<file path="src/core/ecpp_pkg.sv">
// Purpose: shared constants and types for the parallel port register block
// Assumes: byte-wide host bus, offsets relative to the port base
// Notes: bit 10 of the address selects the upper bank
package ecpp_pkg;
    localparam logic [10:0] OFF_DATA = 11'h000;
    localparam logic [10:0] OFF_STATUS = 11'h001;
    localparam logic [10:0] OFF_CONTROL = 11'h002;
    localparam logic [10:0] OFF_FIFO = 11'h400;
    localparam logic [10:0] OFF_CFGB = 11'h401;
    localparam logic [10:0] OFF_EXTCTL = 11'h402;
    localparam logic [7:0] CAPABILITY_A_VALUE = 8'h10;
    localparam logic [7:0] DATA_RESET = 8'h00;
    localparam logic [5:0] CONTROL_RESET = 6'h00;
    localparam logic [2:0] MODE_RESET = 3'h0;
    localparam logic [5:0] CFGB_RESET = 6'h00;
    localparam int CTL_DIR_BIT = 5;
    localparam int CTL_ACKIE_BIT = 4;
    localparam int CTL_SELIN_BIT = 3;
    localparam int CTL_INIT_BIT = 2;
    localparam int CTL_AFD_BIT = 1;
    localparam int CTL_STB_BIT = 0;
    localparam int FIFO_DEPTH = 16;
    localparam int WRITE_THRESHOLD = 8;
    localparam int READ_THRESHOLD = 8;
    localparam int HS_PULSE_NS = 500;
    localparam int CLK_PERIOD_NS = 10;
    localparam int HS_PULSE_CYCLES = (HS_PULSE_NS + CLK_PERIOD_NS - 1) / CLK_PERIOD_NS;

    typedef enum logic [2:0] {
        MODE_STD = 3'b000,
        MODE_BIDIR = 3'b001,
        MODE_PPFIFO = 3'b010,
        MODE_ECP = 3'b011,
        MODE_EPP = 3'b100,
        MODE_RSVD = 3'b101,
        MODE_TEST = 3'b110,
        MODE_CONFIG = 3'b111
    } ecpp_mode_e;

    typedef enum logic [1:0] {
        HS_IDLE = 2'b00,
        HS_SETUP = 2'b01,
        HS_STROBE = 2'b10,
        HS_HOLD = 2'b11
    } ecpp_hs_e;

    // one FIFO entry: tag marks an address/RLE byte
    typedef struct packed {
        logic tag;
        logic [7:0] data;
    } ecpp_entry_s;

    // live peripheral status after synchronising
    typedef struct packed {
        logic busy;
        logic ackReply;
        logic paperEnd;
        logic online;
        logic error;
    } ecpp_status_s;
endpackage

</file>
<file path="src/core/ecpp_port_regs.sv">
// Purpose: host register set, shared FIFO and simple port drive of an ECP parallel port
// Assumes: single clock, strobes and pins pass a three-stage synchroniser
// Notes: handshakes are simplified single-pulse transfers
`timescale 1ns/1ns
`default_nettype none
module ecpp_port_regs
    import ecpp_pkg::*;
#(
    parameter int DEPTH = FIFO_DEPTH,
    parameter int WR_THRESH = WRITE_THRESHOLD,
    parameter int RD_THRESH = READ_THRESHOLD
) (
    input wire logic core_clk,
    input wire logic reset_n,
    input wire logic [10:0] hostAddr,
    input wire logic chipSel_n,
    input wire logic io_write_strobe_n,
    input wire logic ioReadStrobe_n,
    input wire logic [7:0] hostWrData,
    output logic [7:0] hostRdData,
    input wire logic [7:0] port_data_lines_in,
    output logic [7:0] port_data_lines_out,
    output logic port_data_lines_oe,
    input wire logic errorIn_n,
    input wire logic online_in,
    input wire logic paper_end_in,
    input wire logic ackReplyIn_n,
    input wire logic busyIn,
    output logic strobeOut_n,
    output logic autofeedOut_n,
    output logic initOut_n,
    output logic selectInOut_n,
    output logic irqRequest,
    input wire logic irqLineIn,
    output logic service_flag
);
    localparam int CW = $clog2(DEPTH + 1);
    localparam int PW = $clog2(DEPTH);

    // three-stage synchronisers on every asynchronous input
    localparam int NSYNC = 16;
    // idle pin levels: strobes, ack and error high, everything else low, so no false edge
    localparam logic [NSYNC-1:0] SYNC_IDLE = 16'h0093;
    logic [NSYNC-1:0] syncIn;
    logic [NSYNC-1:0] sync1Reg, sync2Reg, sync3Reg;
    assign syncIn = {port_data_lines_in, errorIn_n, online_in, paper_end_in,
                     ackReplyIn_n, busyIn, irqLineIn, io_write_strobe_n, ioReadStrobe_n};
    always_ff @(posedge core_clk or negedge reset_n) begin
        if (!reset_n) begin
            sync1Reg <= SYNC_IDLE;
            sync2Reg <= SYNC_IDLE;
            sync3Reg <= SYNC_IDLE;
        end else begin
            sync1Reg <= syncIn;
            sync2Reg <= sync1Reg;
            sync3Reg <= sync2Reg;
        end
    end
    // a change counts once stages two and three agree
    logic [NSYNC-1:0] stableReg;
    genvar g;
    generate
        for (g = 0; g < NSYNC; g++) begin : gStable
            always_ff @(posedge core_clk or negedge reset_n) begin
                if (!reset_n) begin
                    stableReg[g] <= SYNC_IDLE[g];
                end else if (sync2Reg[g] == sync3Reg[g]) begin
                    stableReg[g] <= sync3Reg[g];
                end
            end
        end
    endgenerate
    logic [7:0] pinData;
    ecpp_status_s pinStat;
    logic irqLevel, wrStb_n, rdStb_n;
    assign pinData = stableReg[15:8];
    assign pinStat = '{busy: stableReg[3], ackReply: stableReg[4], paperEnd: stableReg[5],
                       online: stableReg[6], error: stableReg[7]};
    assign irqLevel = stableReg[2];
    assign wrStb_n = stableReg[1];
    assign rdStb_n = stableReg[0];

    logic wrStbLastReg, rdStbLastReg, ackLastReg;
    always_ff @(posedge core_clk or negedge reset_n) begin
        if (!reset_n) begin
            wrStbLastReg <= 1'b1;
            rdStbLastReg <= 1'b1;
            ackLastReg <= 1'b1;
        end else begin
            wrStbLastReg <= wrStb_n;
            rdStbLastReg <= rdStb_n;
            ackLastReg <= pinStat.ackReply;
        end
    end
    logic wrEvt, rdEvt;
    // write on strobe rise, read on strobe fall so data is ready before the strobe ends
    assign wrEvt = !chipSel_n && wrStb_n && !wrStbLastReg;
    assign rdEvt = !chipSel_n && !rdStb_n && rdStbLastReg;

    function automatic logic hitOff(input logic [10:0] a, input logic [10:0] off);
        return a == off;
    endfunction

    // host registers
    logic [7:0] dataReg;
    logic [5:0] controlReg;
    ecpp_mode_e modeReg;
    logic [5:0] cfgbReg;
    logic svcReg;
    always_ff @(posedge core_clk or negedge reset_n) begin
        if (!reset_n) begin
            dataReg <= DATA_RESET;
        end else if (wrEvt && hitOff(hostAddr, OFF_DATA) && modeReg != MODE_ECP) begin
            dataReg <= hostWrData;
        end
    end
    always_ff @(posedge core_clk or negedge reset_n) begin
        if (!reset_n) begin
            controlReg <= CONTROL_RESET;
        end else if (wrEvt && hitOff(hostAddr, OFF_CONTROL)) begin
            controlReg <= hostWrData[5:0];
        end
    end
    always_ff @(posedge core_clk or negedge reset_n) begin
        if (!reset_n) begin
            modeReg <= ecpp_mode_e'(MODE_RESET);
        end else if (wrEvt && hitOff(hostAddr, OFF_EXTCTL)) begin
            modeReg <= ecpp_mode_e'(hostWrData[7:5]);
        end
    end
    always_ff @(posedge core_clk or negedge reset_n) begin
        if (!reset_n) begin
            cfgbReg <= CFGB_RESET;
        end else if (wrEvt && modeReg == MODE_CONFIG && hitOff(hostAddr, OFF_CFGB)) begin
            cfgbReg <= hostWrData[5:0];
        end
    end

    logic dirIn;
    // direction only honoured outside modes 000 and 010
    assign dirIn = controlReg[CTL_DIR_BIT] && modeReg != MODE_STD
                   && modeReg != MODE_PPFIFO;

    // shared sixteen-entry FIFO
    ecpp_entry_s fifoMem [DEPTH];
    logic [PW-1:0] wrPtrReg, rdPtrReg;
    logic [CW-1:0] countReg;
    logic [7:0] lastRdReg;
    logic fifoFull, fifoEmpty;
    assign fifoFull = countReg == CW'(DEPTH);
    assign fifoEmpty = countReg == '0;

    logic fifoView, hostPush, hostPop, portPush, portPop, doPush, doPop;
    ecpp_entry_s pushEntry;
    assign fifoView = modeReg == MODE_PPFIFO || modeReg == MODE_ECP || modeReg == MODE_TEST;
    // address/RLE writes only exist forward in mode 011
    logic afifoWr;
    assign afifoWr = wrEvt && hitOff(hostAddr, OFF_DATA) && modeReg == MODE_ECP && !dirIn;
    assign hostPush = (wrEvt && fifoView && hitOff(hostAddr, OFF_FIFO)
                       && !(modeReg == MODE_ECP && dirIn)) || afifoWr;
    assign hostPop = rdEvt && hitOff(hostAddr, OFF_FIFO)
                     && (modeReg == MODE_TEST || (modeReg == MODE_ECP && dirIn));
    // full writes are dropped, empty reads repeat the last byte
    assign doPush = (hostPush || portPush) && !fifoFull;
    assign doPop = (hostPop || portPop) && !fifoEmpty;
    assign pushEntry = portPush ? '{tag: !pinStat.busy, data: pinData}
                                : '{tag: afifoWr, data: hostWrData};

    always_ff @(posedge core_clk) begin
        if (doPush) begin
            fifoMem[wrPtrReg] <= pushEntry;
        end
    end
    always_ff @(posedge core_clk or negedge reset_n) begin
        if (!reset_n) begin
            wrPtrReg <= '0;
            rdPtrReg <= '0;
            countReg <= '0;
        end else if (modeReg == MODE_STD || modeReg == MODE_BIDIR) begin
            wrPtrReg <= '0;
            rdPtrReg <= '0;
            countReg <= '0;
        end else begin
            if (doPush) begin
                wrPtrReg <= wrPtrReg + PW'(1);
            end
            if (doPop) begin
                rdPtrReg <= rdPtrReg + PW'(1);
            end
            if (doPush && !doPop) begin
                countReg <= countReg + CW'(1);
            end else if (doPop && !doPush) begin
                countReg <= countReg - CW'(1);
            end
        end
    end
    always_ff @(posedge core_clk or negedge reset_n) begin
        if (!reset_n) begin
            lastRdReg <= 8'h00;
        end else if (hostPop && !fifoEmpty) begin
            lastRdReg <= fifoMem[rdPtrReg].data;
        end
    end

    // two-entry output buffer between FIFO and handshake engine
    ecpp_entry_s skidMem [2];
    logic skidWrReg, skidRdReg;
    logic [1:0] skidCntReg;
    logic skidReady, skidValid, hsTake;
    ecpp_hs_e hsStateReg;
    logic sendMode;
    // test mode never handshakes onto the port
    assign sendMode = (modeReg == MODE_PPFIFO || modeReg == MODE_ECP) && !dirIn;
    assign skidReady = skidCntReg != 2'h2;
    assign skidValid = skidCntReg != 2'h0;
    assign portPop = sendMode && skidReady && !fifoEmpty;
    assign hsTake = skidValid && hsStateReg == HS_IDLE && !pinStat.busy;
    always_ff @(posedge core_clk) begin
        if (portPop) begin
            skidMem[skidWrReg] <= fifoMem[rdPtrReg];
        end
    end
    always_ff @(posedge core_clk or negedge reset_n) begin
        if (!reset_n) begin
            skidWrReg <= 1'b0;
            skidRdReg <= 1'b0;
            skidCntReg <= 2'h0;
        end else if (!sendMode && hsStateReg == HS_IDLE) begin
            skidWrReg <= 1'b0;
            skidRdReg <= 1'b0;
            skidCntReg <= 2'h0;
        end else begin
            if (portPop) begin
                skidWrReg <= !skidWrReg;
            end
            if (hsTake) begin
                skidRdReg <= !skidRdReg;
            end
            skidCntReg <= skidCntReg + {1'b0, portPop} - {1'b0, hsTake};
        end
    end

    // forward handshake: data setup, strobe pulse, hold
    logic [$clog2(HS_PULSE_CYCLES+1)-1:0] hsCntReg;
    ecpp_entry_s hsEntryReg;
    always_ff @(posedge core_clk or negedge reset_n) begin
        if (!reset_n) begin
            hsStateReg <= HS_IDLE;
            hsCntReg <= '0;
            hsEntryReg <= '0;
        end else begin
            case (hsStateReg)
                HS_IDLE: begin
                    if (hsTake) begin
                        hsEntryReg <= skidMem[skidRdReg];
                        hsCntReg <= '0;
                        hsStateReg <= HS_SETUP;
                    end
                end
                HS_SETUP, HS_STROBE, HS_HOLD: begin
                    if (hsCntReg == ($bits(hsCntReg))'(HS_PULSE_CYCLES - 1)) begin
                        hsCntReg <= '0;
                        hsStateReg <= (hsStateReg == HS_HOLD) ? HS_IDLE
                                      : ecpp_hs_e'(hsStateReg + 2'h1);
                    end else begin
                        hsCntReg <= hsCntReg + ($bits(hsCntReg))'(1);
                    end
                end
                default: hsStateReg <= HS_IDLE;
            endcase
        end
    end

    // reverse fill: each ack fall with room in the FIFO captures a byte
    assign portPush = modeReg == MODE_ECP && dirIn
                      && !pinStat.ackReply && ackLastReg;

    // service flag thresholds, also measured in test mode
    logic svcCond;
    assign svcCond = fifoView && (dirIn ? (countReg >= CW'(RD_THRESH))
                                        : (CW'(DEPTH) - countReg >= CW'(WR_THRESH)));
    always_ff @(posedge core_clk or negedge reset_n) begin
        if (!reset_n) begin
            svcReg <= 1'b1;
        end else if (svcCond) begin
            svcReg <= 1'b1;
        end else if (wrEvt && hitOff(hostAddr, OFF_EXTCTL)) begin
            svcReg <= hostWrData[2];
        end
    end

    // interrupt on ack rising edge when enabled
    always_ff @(posedge core_clk or negedge reset_n) begin
        if (!reset_n) begin
            irqRequest <= 1'b0;
        end else begin
            irqRequest <= controlReg[CTL_ACKIE_BIT] && pinStat.ackReply && !ackLastReg;
        end
    end

    function automatic logic [7:0] readMux(input logic [10:0] a);
        logic [7:0] v;
        v = 8'h00;
        if (hitOff(a, OFF_DATA)) begin
            v = pinData;
        end else if (hitOff(a, OFF_STATUS)) begin
            v = {!pinStat.busy, pinStat.ackReply, pinStat.paperEnd, pinStat.online,
                 pinStat.error, 3'b000};
        end else if (hitOff(a, OFF_CONTROL)) begin
            v = {2'b00, controlReg};
        end else if (hitOff(a, OFF_FIFO) && modeReg == MODE_CONFIG) begin
            v = CAPABILITY_A_VALUE;
        end else if (hitOff(a, OFF_CFGB) && modeReg == MODE_CONFIG) begin
            v = {1'b0, irqLevel, cfgbReg};
        end else if (hitOff(a, OFF_FIFO)) begin
            v = (fifoEmpty || !hostPop) ? lastRdReg : fifoMem[rdPtrReg].data;
        end else if (hitOff(a, OFF_EXTCTL)) begin
            v = {modeReg, 2'b00, svcReg, fifoFull, fifoEmpty};
        end
        return v;
    endfunction

    always_ff @(posedge core_clk or negedge reset_n) begin
        if (!reset_n) begin
            hostRdData <= 8'h00;
        end else if (rdEvt) begin
            hostRdData <= readMux(hostAddr);
        end
    end

    // port drive, all registered
    always_ff @(posedge core_clk or negedge reset_n) begin
        if (!reset_n) begin
            port_data_lines_out <= 8'h00;
            port_data_lines_oe <= 1'b1;
            strobeOut_n <= 1'b1;
            autofeedOut_n <= 1'b1;
            initOut_n <= 1'b0;
            selectInOut_n <= 1'b1;
            service_flag <= 1'b1;
        end else begin
            port_data_lines_oe <= !dirIn;
            port_data_lines_out <= (hsStateReg != HS_IDLE) ? hsEntryReg.data : dataReg;
            strobeOut_n <= (hsStateReg == HS_STROBE) ? 1'b0 : !controlReg[CTL_STB_BIT];
            autofeedOut_n <= (modeReg == MODE_ECP && hsStateReg != HS_IDLE)
                             ? !hsEntryReg.tag : !controlReg[CTL_AFD_BIT];
            initOut_n <= controlReg[CTL_INIT_BIT];
            selectInOut_n <= !controlReg[CTL_SELIN_BIT];
            service_flag <= svcReg;
        end
    end
endmodule
`default_nettype wire

</file>
<file path="config.mk">
export PLATFORM = sky130hd
export DESIGN_NAME = ecpp_port_regs
export DESIGN_NICKNAME = d
export VERILOG_FILES = /design/src/core/ecpp_pkg.sv /design/src/core/ecpp_port_regs.sv
export SDC_FILE = /design/constraint.sdc
export NUM_CORES = 1
export LEC_CHECK = 0
export ABC_AREA = 1
export CELL_PAD_IN_SITES_DETAIL_PLACEMENT = 1
export CELL_PAD_IN_SITES_GLOBAL_PLACEMENT = 1
export CORE_ASPECT_RATIO = 0.8
export CORE_MARGIN = 2
export CORE_UTILIZATION = 45
export DETAILED_ROUTE_END_ITERATION = 7
export DONT_BUFFER_PORTS = 1
export PLACE_DENSITY_LB_ADDON = 0.08
export SYNTH_ARGS = -nofsm -noshare
export SYNTH_HDL_FRONTEND = slang
export SYNTH_SLANG_ARGS = --single-unit
</file>
<file path="constraint.sdc">
create_clock -name core_clk -period 3.5 [get_ports core_clk]
set_clock_uncertainty 0.05 [all_clocks]
set_input_delay 0.525 -clock core_clk [delete_from_list [all_inputs] [get_ports core_clk]]
set_output_delay 0.525 -clock core_clk [all_outputs]
set_load 0.1 [all_outputs]
</file>
==> out/metrics.cfg, run 1 <==
[final_layout]
layout_commonest_cell=nand2_1
seq_area_um2=8801
syn2layout_area_growth_pct=14.30
n_fill_cell=2962
drive_gt1_share_pct=12.77
fin_nets=1272
antenna_cells=0
multi_input_area_um2=3621
final_cells=1607
final_area_um2=14930
layout_common_cells=nand2_1, edfxtp_1, dfrtp_1, nor2_1, o21ai_0

[critical_path]
cp-end-kind=flop
worst_path_largest_cell_delay_ps=430
crit_chain=nor4_1, buf_4, ha_1, inv_1, nand3_2, nor2_8, nor2_4, nand3_2, ha_1, a21oi_1, nand2_1, xor2_1, inv_1, nand2_1, nand2_1, nand2_1, nand2_1
cp_top_family=simple AND/OR/NAND/NOR gates
slowest_stage=dfrtp_1
crit_arrival_ps=3430
cp_max_fo=17
cp_common_cell=nand2_1
startpoint_type=flop
cp_num_buf_inv=3
critPathRequiredTime_ps=3850
worstSetupPathType=flop to flop

[power_and_ir_drop]
clkPwrFrac_pct=46.0
power.density_nw_per_um2=529.4
total_power_w=0.007901
p_seq_share_pct=52.5
combPwrFrac_pct=1.6
p_leak_nw=6.129
intPower_w=0.006262
peakVddDrop_mv=0.3506
swShare_pct=20.75
netSwitchingPower_w=0.001640

[cts]
clk_path_buf_depth=3
cts_resized=0
clkTransAtPathRegs_ps=60
tritoncts=built
cts_hold_buffers=16
cts_buffers=34
cts-root-buf=clkbuf_16
cts_setup_buffers=0
h-tree-depth=2
cts.sinks=318
clk_latency_ps=520

[timing]
final-hold-violation-count=143
grt_setup_unrepaired=false
worst_pin_slew_ps=913.2
setup_viol=0
relSlewSlack_pct=39.12
clock.fmax_ghz=0.3252
drv_slew=0
whs_ps=-318.3
fin_crit_sh_pct=87.85
period_needed_ps=3075
fin_tns_setup_ps=0
setup_slack_ps=425.4

[grt]
grt_pass1_wl_um=51780
grt_max_degree=157
grt_pass1_vias=8970
grt_usage_pct=22.33
antenna_found_initial=0
overflow=0

[route]
vias_per_cell=5.297
routed-via-count=8513
wl_per_cell_um=20.42
drc=1
drtIter0Drc=542
first_pass_iters=8
ant_nets=0
wl_um=32820

[synth]
synth_area_per_cell_um2=11.19
syn_inst=1167
yosysWarnings=0
synth_top_flop_cell=edfxtp_1
syn_area_um2=13060
ys_seq_area_share_pct=67.39
synthArstFlopShare_pct=49.06
synth_edf_count=162
synth.distinct_cells=49
ys_ff_latch=318
synth_nets=1223

[outcome]
violations=DRC, hold timing
status=complete, but fails checks

[floorplanning]
core_region_area_um2=28420
fp.dieW_um=194.5
std_cell_rows=55
ioPinCount=61
die_y_um=156.4
initial_utilization_pct=45.95
dieArea_um2=30410

[placement]
dp_slack_ps=449.7
placed_cells=1534
placed_cell_area_um2=13650
io_buffers=0
dp_hpwl_um=21890
place_congestion=0.8395

[flow_run]
drv_cap=0

[hold_path]
holdCritPathClass=input pin to asynchronous set/reset pin

[cell usage after synthesis (2+ instances only)]
cell type    n  share of area, %
a21oi_1     22              0.84
and2_1       8              0.38
buf_2       15              0.57
buf_4        6              0.34
clkbuf_1    18              0.52
dfrtp_1    131                25
dfstp_2     25               5.0
edfxtp_1   162                37
ha_1        17               1.6
inv_1      107               3.1
inv_2        9              0.26
maj3_1      16               1.2
nand2_1    216               6.2
nand2_2      2             0.096
nand2_4      3              0.26
nand3_1     65               2.5
nand3_2      5              0.38
nand3b_1     2              0.11
nand4_1      3              0.14
nor2_1     118               3.4
nor2_4       4              0.34
nor3_1       7              0.27
nor3_2       3              0.23
o211ai_1    35               2.0
o21a_1       8              0.46
o21ai_0    117               4.5
o221ai_1     4              0.27
o22ai_1      2             0.096
or2_2       11              0.53
xnor2_1      3              0.20
xor2_1       5              0.34
[per-stage QoR]
step | hold slack [ps] | util, %
2_1_floorplan | 179.4 | -
3_3_place_gp | 193.3 | 48.02
3_5_place_dp | 193.9 | 48.02
4_1_cts | -349.3 | 52.52
5_1_grt | -349.3 | 52.52
6_report | -318.3 | 52.52
[area by class of cell]
type                    count  share of cell area [%]
clock buffers              46                   6.413
well taps                 370                   3.102
multi-input cells         691                   24.26
repair buffers             54                   3.236
clock inverters            11                   1.073
flip-flops and latches    318                   58.97
inverters                 117                   2.951
[cell families after synthesis]
group	Yosys count	share of synthesized area [%]
xor gates and xnor gates	8	0.5366
DFF	318	67.39
adders and majority gates	34	3.008
and+or+nand+nor	454	15.50
AOI/OAI and AO/OA	195	8.642
buffers and inverters	158	4.925
[final timing paths]
path	start	cells past startpoint	slack (ps)	end
setup / recovery	countReg[2]$_DFFE_PN0P_	17	430	countReg[4]$_DFFE_PN0P_
setup reg to reg	countReg[2]$_DFFE_PN0P_	17	430	countReg[4]$_DFFE_PN0P_
hold reg to reg	sync1Reg[13]$_DFF_PN0_	0	300	sync2Reg[13]$_DFF_PN0_
min in group core_clk	hostWrData[1]	2	190	cfgbReg[1]$_DFFE_PN0P_
hold / removal	reset_n	0	-320	hsEntryReg[6]$_DFFE_PN0P_
max in group asynchronous	reset_n	0	3330	svcReg$_DFFE_PN1P_
[routing by layer]
metal / wire length [um] / share of wire [%] / GRT usage (%) / vias to the layer above
met5: 0 / 0 / 0 / -
met1: 16240 / 49 / 33.65 / 4286
li1: - / - / - / 4023
met3: 1554 / 4.7 / 3.815 / 37
met4: 481 / 1.5 / 5.018 / 0
met2: 14550 / 44 / 33.96 / 167
[registers in the layout (all words and copies together), names as in the netlist, 2 cells and up]
signal	flops
pinData	8
hostRdData	8
cfgbReg	6
pinStat	5
fifoMem	144
controlReg	6
sync2Reg	16
hsCntReg	6
dataReg	8
modeReg	3
sync1Reg	16
sync3Reg	16
wrPtrReg	4
skidMem	18
hsStateReg	2
rdPtrReg	4
port_data_lines_out	8
skidCntReg	2
countReg	5
hsEntryReg	9
lastRdReg	8
[power groups by stage]
| stage | sequential [W] | clock, W | combinational (W) |
|---|---|---|---|
| floorplan | 0.00420 | 0 | 0.0000652 |
| global placement | 0.00422 | 0 | 0.000104 |
| detailed placement | 0.00422 | 0 | 0.000107 |
| CTS | 0.00415 | 0.00371 | 0.000122 |
| global route | 0.00415 | 0.00384 | 0.000136 |
| finish | 0.00415 | 0.00363 | 0.000123 |
[worst register-to-register path: cells and delay by family (launching register included)]
kind                       cells  cell delay (ps)
buffers and inverters          3              310
AOI/OAI and AO/OA              1              170
adders and majority gates      2              590
xor gates and xnor gates       1              170
and+or+nand+nor               10             1270
DFF                            1              430
Note: power is estimated with default switching activity, not from simulation.
==> run 2: changes to the inputs <==
--- a/config.mk
+++ b/config.mk
@@ -6,14 +6,14 @@
 export NUM_CORES = 1
 export LEC_CHECK = 0
 export ABC_AREA = 1
+export BUFFER_PORTS_ARGS = -buffer_cell sky130_fd_sc_hd__buf_2
 export CELL_PAD_IN_SITES_DETAIL_PLACEMENT = 1
 export CELL_PAD_IN_SITES_GLOBAL_PLACEMENT = 1
 export CORE_ASPECT_RATIO = 0.8
 export CORE_MARGIN = 2
 export CORE_UTILIZATION = 45
 export DETAILED_ROUTE_END_ITERATION = 7
-export DONT_BUFFER_PORTS = 1
-export PLACE_DENSITY_LB_ADDON = 0.08
+export PLACE_DENSITY_LB_ADDON = 0.1
 export SYNTH_ARGS = -nofsm -noshare
 export SYNTH_HDL_FRONTEND = slang
 export SYNTH_SLANG_ARGS = --single-unit
==> run 2 against run 1 <==
  * The flow finishes with violations (DRC)
  * Wire length shrank 0.99%
  * First-iteration DRC count grew 3.7%
  * Combinational power grew 130%
  * Sequential cell count is the same
  * Final cell count grew 3.9%
  * Worst setup slack lost 15 ps
  * Design area grew 1.5%
  * Fmax shrank 0.48%
  * Clock-buffer cell count grew 1
  * Sequential power shrank 2%
  * Clock power shrank 9.1%
  * Utilization grew 0.77 points
==> out/metrics.cfg, run 2 (synthesis gave the netlist of run 1 again) <==
[final_layout]
layout_common_cells=nand2_1, edfxtp_1, dfrtp_1, nor2_1, o21ai_0
top_register=fifoMem
fin_nets=1331  ; +4.6%
final_area_um2=15140  ; +1.5%
largest_reg_flops=144  ; unchanged
antenna_cells=0  ; unchanged
layout_commonest_cell=nand2_1
drive_gt1_share_pct=17.38  ; +4.6 points
syn2layout_area_growth_pct=15.96
largestRegisters=fifoMem (144), skidMem (18)

[critical_path]
cp_num_buf_inv=3  ; unchanged
slowest_stage=fa_1
startpoint_type=flop
cp_top_family=simple AND/OR/NAND/NOR gates
startpoint=countReg[2]$_DFFE_PN0P_
worst_path_largest_cell_delay_ps=480  ; +50 ps
reg2reg_slack_ps=410  ; about the same
worstSetupPathType=flop to flop
cp-end-kind=flop
cp_common_cell=nand2_1
crit_chain=nor4_1, buf_4, ha_1, inv_1, nand3_2, nor2_8, nor2_4, nand3_2, fa_1, nand3_1, nand2_1, xor2_1, inv_1, nand2_1, nand2_1, nand2_1, nand2_1
reg2reg_from=countReg[2]$_DFFE_PN0P_
crit_arrival_ps=3500  ; +70 ps
cp_max_fo=17  ; unchanged
critPathRequiredTime_ps=3910  ; +60 ps

[floorplanning]
die_y_um=156.4  ; unchanged
std_cell_rows=55  ; unchanged
ioPinCount=61  ; unchanged
initial_utilization_pct=45.95  ; unchanged
core_region_area_um2=28420  ; unchanged
fp.dieW_um=194.5  ; unchanged
dieArea_um2=30410  ; unchanged

[grt]
antenna_found_initial=1  ; +1
grt_usage_pct=21.62  ; -0.70 points
overflow=0  ; unchanged
grt_pass1_vias=8951  ; -0.21%
grt_max_degree=85  ; -46%
grt_pass1_wl_um=50840  ; -1.8%

[placement]
place_congestion=0.8696  ; +3.6%
io_buffers=60  ; +60
dp_hpwl_um=22370  ; +2.2%
placed_cell_area_um2=13960  ; +2.3%

[timing]
worst_pin_slew_ps=886.2  ; -26.97 ps
final-hold-violation-count=0  ; -100%
grt_setup_unrepaired=false
fin_crit_sh_pct=88.27  ; +0.42 points
fin_tns_setup_ps=0  ; unchanged
drv_slew=0  ; unchanged
period_needed_ps=3089  ; +14.80 ps
whs_ps=29.43  ; +347.7 ps
clock.fmax_ghz=0.3237  ; -0.48%
relSlewSlack_pct=40.92  ; +1.8 points
setup_viol=0  ; unchanged

[outcome]
status=complete, but fails checks
violations=DRC

[cts]
clk_path_buf_depth=3  ; unchanged
h-tree-depth=1  ; -1
cts_resized=0  ; unchanged
tritoncts=built
cts.sinks=318  ; unchanged
clk_latency_ps=570  ; +50 ps
cts_buffers=31  ; -8.8%
clkTransAtPathRegs_ps=70  ; about the same
cts-root-buf=clkbuf_16

[route]
routed-via-count=8680  ; +2.0%
drtIter0Drc=562  ; +3.7%
drc=2  ; +1
wl_per_cell_um=19.46  ; -4.7%
wl_um=32490  ; -0.99%
vias_per_cell=5.198  ; -1.9%
ant_nets=0  ; unchanged
first_pass_iters=7  ; -1

[power_and_ir_drop]
power.density_nw_per_um2=504.0  ; -4.8%
clkPwrFrac_pct=43.2  ; -2.8 points
intPower_w=0.005977  ; -4.5%
combPwrFrac_pct=3.8  ; +2.2 points
swShare_pct=21.69  ; +0.94 points
netSwitchingPower_w=0.001656  ; +0.98%
p_seq_share_pct=53.0  ; +0.5 points
total_power_w=0.007633  ; -3.4%
p_leak_nw=6.360  ; +3.8%
peakVddDrop_mv=0.3693  ; +5.3%

[flow_run]
drv_cap=0  ; unchanged

[hold_path]
holdCritPathClass=input pin to flop
min_from=online_in

run 2: cell count changes in the layout (fill, tap and decap cells not counted):
cell	before	now
clkbuf_8	4	10
buf_4	35	38
buf_2	0	59
clkbuf_16	35	32
clkinv_2	5	10
buf_12	3	2
clkbuf_4	0	2
clkbuf_1	7	3
buf_6	0	1
clkinv_1	1	0
bufinv_16	4	0
run 2: power groups by stage:
stage | Clock [W] | Combinational (W) | Sequential [W]
after floorplan | 0 | 0.0000652 | 0.00420
after global placement | 0 | 0.000275 | 0.00412
after detailed placement | 0 | 0.000280 | 0.00412
after CTS | 0.00336 | 0.000291 | 0.00405
after global routing | 0.00350 | 0.000314 | 0.00405
final | 0.00330 | 0.000289 | 0.00405
run 2: layout make-up:
class,count,area [um^2]
Clock inverter,11,61.31
Inverter,117,440.4
Fill cell,3010,13280
Clock buffer,47,964.7
Timing Repair Buffer,116,792.0
Sequential cell,318,8801
Tap cell,370,462.9
Multi-Input combinational cell,691,3621
run 2: path summary, 6_finish.rpt:
kind,endpoint,depth (start not counted)
max,countReg[4]$_DFFE_PN0P_,17
min in group asynchronous,port_data_lines_out[4]$_DFF_PN0_,2
max in group asynchronous,service_flag$_DFF_PN1_,3
min,sync1Reg[6]$_DFF_PN0_,1
min reg2reg,sync2Reg[8]$_DFF_PN0_,0
max reg2reg,countReg[4]$_DFFE_PN0P_,17
run 2: stage by stage:
stage	setup slack (ps)	utilization, %	std cells
global route	187.1	53.28	1670
CTS	429.8	53.18	1667
finish	410.6	53.28	1670
global placement	494.4	49.11	1596
floorplan	718.7	-	1167
detailed placement	441.3	49.11	1596
run 2: repair_timing:
item | in CTS | in global routing
hold buffers | 13 | 3
hold endpoints to repair | 71 | 3
buffers inserted | 0 | 0
run 2: routing by layer:
| layer | global-route usage (%) | share of wire (%) | vias up | routed length, um |
|---|---|---|---|---|
| li1 | - | - | 4140 | - |
| met1 | 32.36 | 50 | 4381 | 16410 |
| met2 | 34.00 | 45 | 128 | 14590 |
| met3 | 3.448 | 3.6 | 29 | 1173 |
| met4 | 3.443 | 0.94 | 2 | 306 |
| met5 | 0 | 0.040 | - | 13 |
==> run 3: changes to the inputs <==
==> constraint.sdc (replaced) <==
create_clock -name core_clk -period 3.5 [get_ports core_clk]
set_clock_uncertainty 0.05 [all_clocks]
set_input_delay 0.35 -clock core_clk [delete_from_list [all_inputs] [get_ports core_clk]]
set_output_delay 0.35 -clock core_clk [all_outputs]
set_load 0.1 [all_outputs]
==> run 3 against run 2 <==
  * The flow now finishes without violations
  * Total power up 2.4%
  * Wire length up 3.4%
  * Global-route usage up 1.4 points
  * Critical path depth unchanged
  * Critical endpoint unchanged
  * Largest power group unchanged
  * Highest routed layer is now met4
==> out/metrics.cfg, run 3 (synthesis gave the netlist of run 1 again) <==
[floorplanning]
std_cell_rows=55  ; unchanged
ioPinCount=61  ; unchanged
dieArea_um2=30410  ; unchanged
fp.dieW_um=194.5  ; unchanged
die_y_um=156.4  ; unchanged
initial_utilization_pct=45.95  ; unchanged
core_region_area_um2=28420  ; unchanged

[final_layout]
antenna_cells=0  ; unchanged
fin_nets=1333  ; +0.15%
largestRegisters=fifoMem (144), skidMem (18)
largest_reg_flops=144  ; unchanged
top_register=fifoMem
layout_commonest_cell=nand2_1
drive_gt1_share_pct=17.05  ; -0.33 points
layout_common_cells=nand2_1, edfxtp_1, dfrtp_1, nor2_1, o21ai_0
n_fill_cell=3021  ; +0.37%
syn2layout_area_growth_pct=16.46
final_area_um2=15210  ; +0.43%

[timing]
setup_slack_ps=404.4  ; -6.178 ps
relSlewSlack_pct=26.94  ; -14 points
fin_tns_setup_ps=0  ; unchanged
drv_slew=0  ; unchanged
grt_setup_unrepaired=false
whs_ps=179.8  ; +150.4 ps
setup_viol=0  ; unchanged
clock.fmax_ghz=0.3230  ; -0.20%
period_needed_ps=3096  ; +6.178 ps
fin_crit_sh_pct=88.45  ; +0.18 points
worst_pin_slew_ps=1090  ; +203.7 ps
final-hold-violation-count=0  ; unchanged

[power_and_ir_drop]
power.density_nw_per_um2=513.9  ; +1.9%
p_leak_nw=6.363  ; about the same
total_power_w=0.007815  ; +2.4%
peakVddDrop_mv=0.3999  ; +8.3%

[grt]
grt_util_met1_pct=34.87  ; +2.5 points
antenna_found_initial=0  ; -1
grt_pass1_wl_um=53690  ; +5.6%
grtUsageMet2_pct=35.31  ; +1.3 points
use_met3_pct=2.888  ; -0.56 points
grt_usage_pct=23.03  ; +1.4 points
grt_max_degree=87  ; +2.4%
grt_pass1_vias=9393  ; +4.9%
grt_busiest_layer=met2
overflow=0  ; unchanged

[route]
routed-via-count=8904  ; +2.6%
wl_per_cell_um=20.10  ; +3.3%
vias_per_cell=5.325  ; +2.5%
first_pass_iters=7  ; unchanged
wl_um=33610  ; +3.4%
drc=0  ; -2
drtIter0Drc=510  ; -9.3%
ant_nets=0  ; unchanged

[critical_path]
cp_common_cell=nand2_1
worst_path_largest_cell_delay_ps=460  ; -20 ps
cp_max_fo=17  ; unchanged
crit_chain=nor4_1, buf_4, ha_1, inv_1, nand3_2, nor2_8, nor2_4, nand3_2, fa_1, nand3_1, nand2_1, xor2_1, inv_1, nand2_1, nand2_1, nand2_1, nand2_1
crit_arrival_ps=3450  ; -50 ps
slowest_stage=fa_1
startpoint_type=flop
cp-end-kind=flop
worstSetupPathType=flop to flop
reg2reg_from=countReg[2]$_DFFE_PN0P_
startpoint=countReg[2]$_DFFE_PN0P_
critPathRequiredTime_ps=3860  ; -50 ps

[cts]
h-tree-depth=2  ; +1
clkTransAtPathRegs_ps=60  ; about the same
cts.sinks=318  ; unchanged
cts_setup_buffers=0  ; unchanged
cts_hold_buffers=17  ; +4
clk_path_buf_depth=3  ; unchanged
cts-root-buf=clkbuf_16
clk_latency_ps=520  ; -50 ps
cts_buffers=34  ; +9.7%
tritoncts=built
cts_resized=0  ; unchanged

[placement]
dp_slack_ps=386.2  ; -55.11 ps
placed_cell_area_um2=13950  ; about the same
place_congestion=0.8333  ; -4.2%
io_buffers=60  ; unchanged
dp_hpwl_um=22580  ; +0.93%

[outcome]
status=completed

[hold_path]
min_from=hostWrData[1]
holdCritPathClass=input pin to flop

[flow_run]
drv_cap=0  ; unchanged

-- run 3: changes by cell type in the layout (fill, tap and decap cells not counted), sizes merged --
cell	delta
buf	-2
clkbuf	-3
clkinv	+3
clkinvlp	+4
dlygate4sd3	+1
inv	-1
-- run 3: layout make-up --
type                            instances  area (um^2)  share of cell area (%)
Sequential cell                       318         8801                   57.87
Tap cell                              370        462.9                   3.044
Clock inverter                         17        91.34                  0.6006
Timing Repair Buffer                  115        799.5                   5.257
Multi-Input combinational cell        691         3621                   23.81
Clock buffer                           44        992.2                   6.524
Inverter                              117        440.4                   2.896
-- run 3: worst paths after layout --
| path | to | slack, ps | depth (start not counted) |
|---|---|---|---|
| min in group asynchronous | hsEntryReg[6]$_DFFE_PN0P_ | 390 | 2 |
| worst max register to register | countReg[4]$_DFFE_PN0P_ | 400 | 17 |
| worst min register to register | sync2Reg[9]$_DFF_PN0_ | 300 | 0 |
| max in group asynchronous | rdPtrReg[2]$_DFFE_PN0P_ | 2080 | 3 |
| worst max-delay path | countReg[4]$_DFFE_PN0P_ | 400 | 17 |
| worst min-delay path | cfgbReg[1]$_DFFE_PN0P_ | 180 | 3 |
-- run 3: worst max-delay path, delay by kind of cell, from the launching register on --
family | cells | cell delay (ps)
adder cells (fa/ha/maj) | 2 | 640
XOR/XNOR | 1 | 170
flip-flops | 1 | 430
buffers and inverters | 3 | 310
AND/OR/NAND/NOR | 11 | 1370
-- run 3: stage by stage --
stage / utilization [%] / cells
2_1_floorplan: - / 1167
5_1_grt: 53.51 / 1672
4_1_cts: 53.51 / 1672
3_3_place_gp: 49.10 / 1594
6_report: 53.51 / 1672
3_5_place_dp: 49.10 / 1594
-- run 3: power by group --
| group | total [W] | internal (W) | switching, W |
|---|---|---|---|
| registers | 0.00405 | 0.00401 | 0.0000438 |
| clock network | 0.00347 | 0.00200 | 0.00147 |
| logic | 0.000296 | 0.0000764 | 0.000219 |
| total | 0.00781 | 0.00609 | 0.00173 |
-- run 3: metal layers --
layer	part of all wire, %	vias to the layer above
met4	2.0	0
met5	0	-
met2	45	195
met1	49	4525
met3	4.3	41
li1	-	4143
